[config.mk]
export PLATFORM = sky130hd
export DESIGN_NAME = rfm_mask_top
export DESIGN_NICKNAME = d
export VERILOG_FILES = /design/src/logic/rfm_pkg.sv /design/src/logic/rfm_tree_and.sv /design/src/logic/rfm_mask_top.sv
export SDC_FILE = /design/constraint.sdc
export NUM_CORES = 1
export LEC_CHECK = 0
export BUFFER_PORTS_ARGS = -buffer_cell sky130_fd_sc_hd__buf_2
export CAP_MARGIN = 20
export CORE_ASPECT_RATIO = 0.7
export CORE_MARGIN = 4
export CORE_UTILIZATION = 50
export DETAILED_ROUTE_END_ITERATION = 7
export PLACE_DENSITY_LB_ADDON = 0.12
export SLEW_MARGIN = 20
export SYNTH_ARGS = -nofsm -noshare
export SYNTH_HDL_FRONTEND = slang
export SYNTH_SLANG_ARGS = --single-unit
[constraint.sdc]
create_clock -name mclk -period 1.3 [get_ports mclk]
set_input_delay 0 -clock mclk [delete_from_list [all_inputs] [get_ports mclk]]
set_output_delay 0 -clock mclk [all_outputs]
set_load 0.02 [all_outputs]
[src/logic/rfm_pkg.sv]
// Constants of the rail fault and power-good tree mask block
// Behaviour
// - Fault-mask bit 4 ignores linear_reg_a_one faults
// - Fault-mask bit 3 ignores termination regulator faults
// - Fault-mask bit 2 ignores load_switch_b_two faults
// - Fault-mask bit 1 ignores load_switch_b_one faults
// - Fault-mask bit 0 ignores linear_reg_a_three faults
// - Low tree bit 7 drops linear_reg_a_two good
// - Low tree bit 6 drops load_switch_a_one good
// - Low tree bits 5..0 drop converter six..one
// - High bits 7..4 drop control inputs 5,4,2,1
// - High tree bit 3 drops termination regulator good
// - High tree bit 2 drops shared_rail_b_two good
// - High tree bit 1 drops load_switch_b_one good
// - High tree bit 0 drops linear_reg_a_three good
`default_nettype none
package rfm_pkg;
  localparam logic [7:0] ADDR_FAULT_MASK_SECOND = 8'ha3;
  localparam logic [7:0] ADDR_TREE_MASK_LO = 8'ha4;
  localparam logic [7:0] ADDR_TREE_MASK_HI = 8'ha5;
  localparam logic [7:0] RST_FAULT_MASK_SECOND = 8'h20;
  localparam logic [7:0] RST_TREE_MASK_LO = 8'hff;
  localparam logic [7:0] RST_TREE_MASK_HI = 8'hff;
  localparam logic [7:0] FAULT_MASK_WR_BITS = 8'h7f;
  localparam int FAULT_MASKED_RAILS = 5;
  localparam int TREE_MEMBERS = 16;
  localparam int BIT_RES_ZERO = 6;
  localparam int BIT_RES_ONE = 5;
endpackage : rfm_pkg
`default_nettype wire

[src/logic/rfm_tree_and.sv]
// Masked AND of the power-good tree members
`timescale 1ns/100ps
`default_nettype none
module rfm_tree_and #(
  parameter int N = 16
) (
  input wire logic [N-1:0] member_good,
  input wire logic [N-1:0] member_drop,
  output logic all_good
);
  logic [N-1:0] pass;
  genvar i;
  generate
    for (i = 0; i < N; i++) begin : g_mem
      assign pass[i] = member_drop[i] | member_good[i];
    end
  endgenerate
  assign all_good = &pass;
endmodule // rfm_tree_and
`default_nettype wire

[src/logic/rfm_mask_top.sv]
// Second fault mask and first output pin power-good tree masks
`timescale 1ns/100ps
`default_nettype none
module rfm_mask_top (
  input wire logic mclk,
  input wire logic rst_b,
  input wire logic reg_wr,
  input wire logic reg_rd,
  input wire logic [7:0] reg_addr,
  input wire logic [7:0] reg_wdata,
  output logic [7:0] reg_rdata,
  input wire logic [5:0] converter_good,
  input wire logic lin_a_two_good,
  input wire logic switch_a_one_good,
  input wire logic lin_a_three_good,
  input wire logic switch_b_one_good,
  input wire logic shared_b_two_good,
  input wire logic termination_good,
  input wire logic [3:0] control_input_state,
  input wire logic [4:0] rail_fault,
  output logic pg_output_pin_one,
  output logic shutdown_req
);
  logic [7:0] fmask_q, fmask_d;
  logic [7:0] tlo_q, tlo_d;
  logic [7:0] thi_q, thi_d;
  logic [7:0] rdata_q, rdata_d;
  logic pg_q, pg_d;
  logic sd_q, sd_d;
  logic [15:0] members;
  logic [15:0] drops;
  logic tree_good;
  logic [4:0] fault_ignore;

  // Bit 7 of the fault mask is read-only zero
  always_comb begin
    fmask_d = fmask_q;
    tlo_d = tlo_q;
    thi_d = thi_q;
    if (reg_wr) begin
      case (reg_addr)
        rfm_pkg::ADDR_FAULT_MASK_SECOND: begin
          fmask_d = reg_wdata & rfm_pkg::FAULT_MASK_WR_BITS;
        end
        rfm_pkg::ADDR_TREE_MASK_LO: begin
          tlo_d = reg_wdata;
        end
        rfm_pkg::ADDR_TREE_MASK_HI: begin
          thi_d = reg_wdata;
        end
        default: begin
        end
      endcase
    end
  end

  always_comb begin
    rdata_d = rdata_q;
    if (reg_rd) begin
      case (reg_addr)
        rfm_pkg::ADDR_FAULT_MASK_SECOND: rdata_d = fmask_q;
        rfm_pkg::ADDR_TREE_MASK_LO: rdata_d = tlo_q;
        rfm_pkg::ADDR_TREE_MASK_HI: rdata_d = thi_q;
        default: rdata_d = 8'h00;
      endcase
    end
  end

  // Tree member order matches low then high mask bits
  assign members = {control_input_state, termination_good,
                    shared_b_two_good, switch_b_one_good, lin_a_three_good,
                    lin_a_two_good, switch_a_one_good, converter_good};
  assign drops = {thi_q, tlo_q};

  // High bits: 3 termination, 2 shared b two, 1 switch b one, 0 lin a three
  rfm_tree_and #(.N(rfm_pkg::TREE_MEMBERS)) u_tree (
    .member_good(members),
    .member_drop(drops),
    .all_good(tree_good)
  );

  // Bits 4..0: lin a one, termination, switch b two, switch b one, lin a three
  assign fault_ignore = fmask_q[4:0];
  always_comb begin
    pg_d = tree_good;
    sd_d = |(rail_fault & ~fault_ignore);
  end

  always_ff @(posedge mclk) begin
    if (!rst_b) begin
      fmask_q <= rfm_pkg::RST_FAULT_MASK_SECOND;
      tlo_q <= rfm_pkg::RST_TREE_MASK_LO;
      thi_q <= rfm_pkg::RST_TREE_MASK_HI;
      rdata_q <= 8'h00;
      pg_q <= 1'b0;
      sd_q <= 1'b0;
    end else begin
      fmask_q <= fmask_d;
      tlo_q <= tlo_d;
      thi_q <= thi_d;
      rdata_q <= rdata_d;
      pg_q <= pg_d;
      sd_q <= sd_d;
    end
  end

  assign reg_rdata = rdata_q;
  assign pg_output_pin_one = pg_q;
  assign shutdown_req = sd_q;

  property p_fault_shutdown;
    @(posedge mclk) disable iff (!rst_b)
    (|(rail_fault & ~fmask_q[4:0])) |=> shutdown_req;
  endproperty
  a_fault_shutdown: assert property (p_fault_shutdown)
    else $error("Unmasked fault gave no shutdown");

  property p_fault_ignored;
    @(posedge mclk) disable iff (!rst_b)
    ((rail_fault & ~fmask_q[4:0]) == 5'h00) |=> !shutdown_req;
  endproperty
  a_fault_ignored: assert property (p_fault_ignored)
    else $error("Masked fault caused shutdown");

  property p_lin_a_one_masked;
    @(posedge mclk) disable iff (!rst_b)
    (fmask_q[4] && rail_fault == 5'h10) |=> !shutdown_req;
  endproperty
  a_lin_a_one_masked: assert property (p_lin_a_one_masked)
    else $error("Masked linear a one fault shut down");

  property p_lin_a_three_live;
    @(posedge mclk) disable iff (!rst_b)
    (!fmask_q[0] && rail_fault[0]) |=> shutdown_req;
  endproperty
  a_lin_a_three_live: assert property (p_lin_a_three_live)
    else $error("Linear a three fault ignored");

  property p_bit7_zero;
    @(posedge mclk) disable iff (!rst_b)
    (reg_rd && reg_addr == rfm_pkg::ADDR_FAULT_MASK_SECOND) |=>
      !reg_rdata[7];
  endproperty
  a_bit7_zero: assert property (p_bit7_zero)
    else $error("Fault mask bit 7 read as one");

  property p_pg_high;
    @(posedge mclk) disable iff (!rst_b)
    (&(members | {thi_q, tlo_q})) |=> pg_output_pin_one;
  endproperty
  a_pg_high: assert property (p_pg_high)
    else $error("Power good low with all members good");

  property p_pg_low;
    @(posedge mclk) disable iff (!rst_b)
    (!(&(members | {thi_q, tlo_q}))) |=> !pg_output_pin_one;
  endproperty
  a_pg_low: assert property (p_pg_low)
    else $error("Power good high with unmasked member bad");

  property p_lin_a_two_drop;
    @(posedge mclk) disable iff (!rst_b)
    (!tlo_q[7] && !lin_a_two_good) |=> !pg_output_pin_one;
  endproperty
  a_lin_a_two_drop: assert property (p_lin_a_two_drop)
    else $error("Linear a two bad yet power good");

  property p_ctl_five_drop;
    @(posedge mclk) disable iff (!rst_b)
    (!thi_q[7] && !control_input_state[3]) |=> !pg_output_pin_one;
  endproperty
  a_ctl_five_drop: assert property (p_ctl_five_drop)
    else $error("Control five low yet power good");

  property p_wr_lo;
    @(posedge mclk) disable iff (!rst_b)
    (reg_wr && reg_addr == rfm_pkg::ADDR_TREE_MASK_LO) |=>
      tlo_q == $past(reg_wdata);
  endproperty
  a_wr_lo: assert property (p_wr_lo)
    else $error("Low tree mask write lost");

  property p_wr_hi;
    @(posedge mclk) disable iff (!rst_b)
    (reg_wr && reg_addr == rfm_pkg::ADDR_TREE_MASK_HI) |=>
      thi_q == $past(reg_wdata);
  endproperty
  a_wr_hi: assert property (p_wr_hi)
    else $error("High tree mask write lost");

  property p_wr_fmask;
    @(posedge mclk) disable iff (!rst_b)
    (reg_wr && reg_addr == rfm_pkg::ADDR_FAULT_MASK_SECOND) |=>
      fmask_q == ($past(reg_wdata) & rfm_pkg::FAULT_MASK_WR_BITS);
  endproperty
  a_wr_fmask: assert property (p_wr_fmask)
    else $error("Fault mask write lost");

  property p_term_fault_masked;
    @(posedge mclk) disable iff (!rst_b)
    (fmask_q[3] && rail_fault == 5'h08) |=> !shutdown_req;
  endproperty
  a_term_fault_masked: assert property (p_term_fault_masked)
    else $error("Masked termination fault shut down");

  property p_switch_b_two_live;
    @(posedge mclk) disable iff (!rst_b)
    (!fmask_q[2] && rail_fault[2]) |=> shutdown_req;
  endproperty
  a_switch_b_two_live: assert property (p_switch_b_two_live)
    else $error("Switch b two fault ignored");

  property p_switch_b_one_masked;
    @(posedge mclk) disable iff (!rst_b)
    (fmask_q[1] && rail_fault == 5'h02) |=> !shutdown_req;
  endproperty
  a_switch_b_one_masked: assert property (p_switch_b_one_masked)
    else $error("Masked switch b one fault shut down");

  property p_switch_a_one_drop;
    @(posedge mclk) disable iff (!rst_b)
    (!tlo_q[6] && !switch_a_one_good) |=> !pg_output_pin_one;
  endproperty
  a_switch_a_one_drop: assert property (p_switch_a_one_drop)
    else $error("Switch a one bad yet power good");

  property p_converter_drop;
    @(posedge mclk) disable iff (!rst_b)
    (|(~tlo_q[5:0] & ~converter_good)) |=> !pg_output_pin_one;
  endproperty
  a_converter_drop: assert property (p_converter_drop)
    else $error("Converter bad yet power good");

  property p_term_drop;
    @(posedge mclk) disable iff (!rst_b)
    (!thi_q[3] && !termination_good) |=> !pg_output_pin_one;
  endproperty
  a_term_drop: assert property (p_term_drop)
    else $error("Termination bad yet power good");

  property p_shared_drop;
    @(posedge mclk) disable iff (!rst_b)
    (!thi_q[2] && !shared_b_two_good) |=> !pg_output_pin_one;
  endproperty
  a_shared_drop: assert property (p_shared_drop)
    else $error("Shared rail bad yet power good");

  property p_switch_b_one_drop;
    @(posedge mclk) disable iff (!rst_b)
    (!thi_q[1] && !switch_b_one_good) |=> !pg_output_pin_one;
  endproperty
  a_switch_b_one_drop: assert property (p_switch_b_one_drop)
    else $error("Switch b one bad yet power good");

  property p_lin_a_three_drop;
    @(posedge mclk) disable iff (!rst_b)
    (!thi_q[0] && !lin_a_three_good) |=> !pg_output_pin_one;
  endproperty
  a_lin_a_three_drop: assert property (p_lin_a_three_drop)
    else $error("Linear a three bad yet power good");
endmodule // rfm_mask_top
`default_nettype wire

==> impl_metrics.yaml <==
clock_tree:
  cts-resized-gates: 0
  htree_levels: 2
  cts_tree: "done"
  cts.sinks: 33
  cts_buffers: 5
  cts_setup_buffers: 0
  cts_root_buf: "clkbuf_8"
  clk_path_buf_depth: 2
  clkTransAtPathRegs_ps: 70
  clk_latency_ps: 290
setup_path:
  crit_type: "register to register"
  cp_slowest_stage_delay_ps: 370
  cp.required_ps: 1510
  crit_slowest_cell: "dfxtp_1"
  path_cells: "o22ai_1 -> nor4_1 -> nand2_1 -> nor3_1"
  path_max_fanout: 3
  crit_buf_inv: 0
  crit_path_end_kind: "register"
  arrival_ps: 1340
  crit_path_start_kind: "register"
  crit_family: "simple AND/OR/NAND/NOR gates"
global_route:
  grt_pass1_vias: 1543
  antenna_found_initial: 0
  grt_use_total_pct: 22.0
  grt_max_degree: 24
  grt_pass1_wl_mm: 7.02
  grt_overflow: 0
sta:
  clock.fmax_mhz: 886
  rsz0062_at_grt: "false"
  worst_hold_slack_ps: 2.78
  period_minus_slack_ps: 1130
  finalCritPeriodShare_pct: 86.9
  setup_ws_ps: 171
  finalSetupViolCount: 0
  fin_skew_ps: 8.60
  slew_headroom_pct: 69.9
  fin_setup_tns_ps: 0
  slew_violations: 0
  max_slew.worst_pin.slew_ps: 450
  hold_viol: 0
synthesis:
  synth_xor_area_share_pct: 0
  mappedNetlistNets: 207
  synth_compound_area_share_pct: 17.2
  synthAdderAreaFrac_pct: 0
  synth-simple-area-share_pct: 27.7
  synthArstFlopShare_pct: 0
  netlist_area_um2: 1610
  synth_edf_count: 0
  synth_top_family_by_area: "simple AND/OR/NAND/NOR gates"
  ys_seq_area_share_pct: 41.1
  synth_mux_area_share_pct: 10.0
  avgSynthCellArea_um2: 9.69
  synth_seq_cells: 33
  netlist_instances: 166
  synthFlopType: "dfxtp_1"
  yosysUniqueCellTypes: 36
  ys_warn_count: 0
placed_design:
  hpwl_mm: 3.38
  place.gp.congestion: 0.868
  port-buffer-count: 50
  placed_cells: 251
  postPlaceCellArea_um2: 1930
  place_ws_ps: -1.51
layout:
  final_common_cell: "buf_2"
  layout.nets: 270
  n_antenna_cell: 0
  finalNonFillerCells: 266
  drive_gt1_share_pct: 33.5
  final_area_um2: 2080
  area_growth_pct: 29.3
  final_cell_mix: "buf_2 (50), dfxtp_1 (33), nor2b_1 (25)"
  finish.utilization_pct: 70.7
hold_path:
  hold_path.class: "input pin to register"
floorplanning:
  fp.dieH_um: 55.4
  start_util_pct: 54.6
  die-area_um2: 4200
  ioPinCount: 51
  coreArea_um2: 2940
  core.rowCount: 16
  die_w_um: 75.8
power_and_ir_drop:
  p_per_area_nw_per_um2: 956
  finalPower_mw: 1.99
  vdd_drop_max_v: 0.000694
  leakage_nw: 0.863
detailed_routing:
  via_per_inst: 5.58
  drc: 0
  first_pass_iters: 4
  drt.antenna.violating_nets: 0
  routedWlPerCell_um: 16.1
  drt_iter0_drc: 85
  drt_wl_total_mm: 4.29
  vias: 1485
run:
  cap_violations: 0
outcome:
  outcome: "complete, no violations"
==> per-layer routing <==
metal  wire length [µm]  part of all wire [%]  vias to the layer above  GRT usage (%)
met5                  0                     0                        -              0
met4                 82                   1.9                        0           8.98
met3                252                   5.9                        7           6.16
met2               2140                    50                       46           35.7
met1               1820                    42                      704           26.7
li1                   -                     -                      728              -
==> registers in the layout, indices dropped and copies added (netlist names) <==
signal,flops
thi_q,8
shutdown_req,1
tlo_q,8
reg_rdata,8
pg_output_pin_one,1
fmask_q,7
==> logic make-up (layout without fill, tap and decap cells) <==
group,Yosys count,count (layout)
muxes,16,16
AOI/OAI and AO/OA,42,42
and+or+nand+nor,62,62
buffers and inverters,13,77
DFF,33,33
==> power by group <==
part	internal [mW]	switching (mW)	total [mW]
Clock	0.371	0.381	0.751
Sequential	1.02	0.00156	1.02
Combinational	0.117	0.103	0.221
==> final cells by class <==
type                            instances  area (µm²)
Fill cell                             224         863
Clock buffer                            6        72.6
Tap cell                               36        45.0
Clock inverter                          2        10.0
Timing Repair Buffer                   65         393
Sequential cell                        33         661
Inverter                                4        15.0
Multi-Input combinational cell        120         883
==> synthesized netlist by cell type (2+ instances only) <==
library cell	count	area (µm²)
a22oi_1	6	45.0
clkbuf_1	4	15.0
nor3b_1	9	67.6
nor2b_1	25	156
mux2i_1	15	150
a21oi_1	8	40.0
nand2_1	10	37.5
o22ai_1	9	56.3
a21oi_2	2	17.5
a22o_1	7	61.3
inv_1	4	15.0
nor3_1	2	10.0
dfxtp_1	33	661
o21ai_1	7	35.0
nand2b_1	2	12.5
buf_2	3	15.0
==> worst reg2reg max path: stages (launching register included) <==
cell and delay, ps:
dfxtp_1 370, o22ai_1 110, nor4_1 270, nand2_1 130, nor3_1 170
==> path summary, 6_finish.rpt <==
kind,start,end,slack (ps),cells after the start
setup / recovery,tlo_q[1]$_SDFFE_PN1P_,pg_output_pin_one$_SDFF_PN0_,170,4
setup reg to reg,tlo_q[1]$_SDFFE_PN1P_,pg_output_pin_one$_SDFF_PN0_,170,4
hold reg to reg,reg_rdata[0]$_SDFFE_PN0P_,reg_rdata[0]$_SDFFE_PN0P_,450,2
hold / removal,converter_good[3],pg_output_pin_one$_SDFF_PN0_,3,3
==> timing repair <==
action,in CTS,in global routing
endpoints found under the setup margin,0,0
hold buffers,7,0
hold endpoints to repair,8,0
No activity file was read; power rests on OpenSTA's default activity.
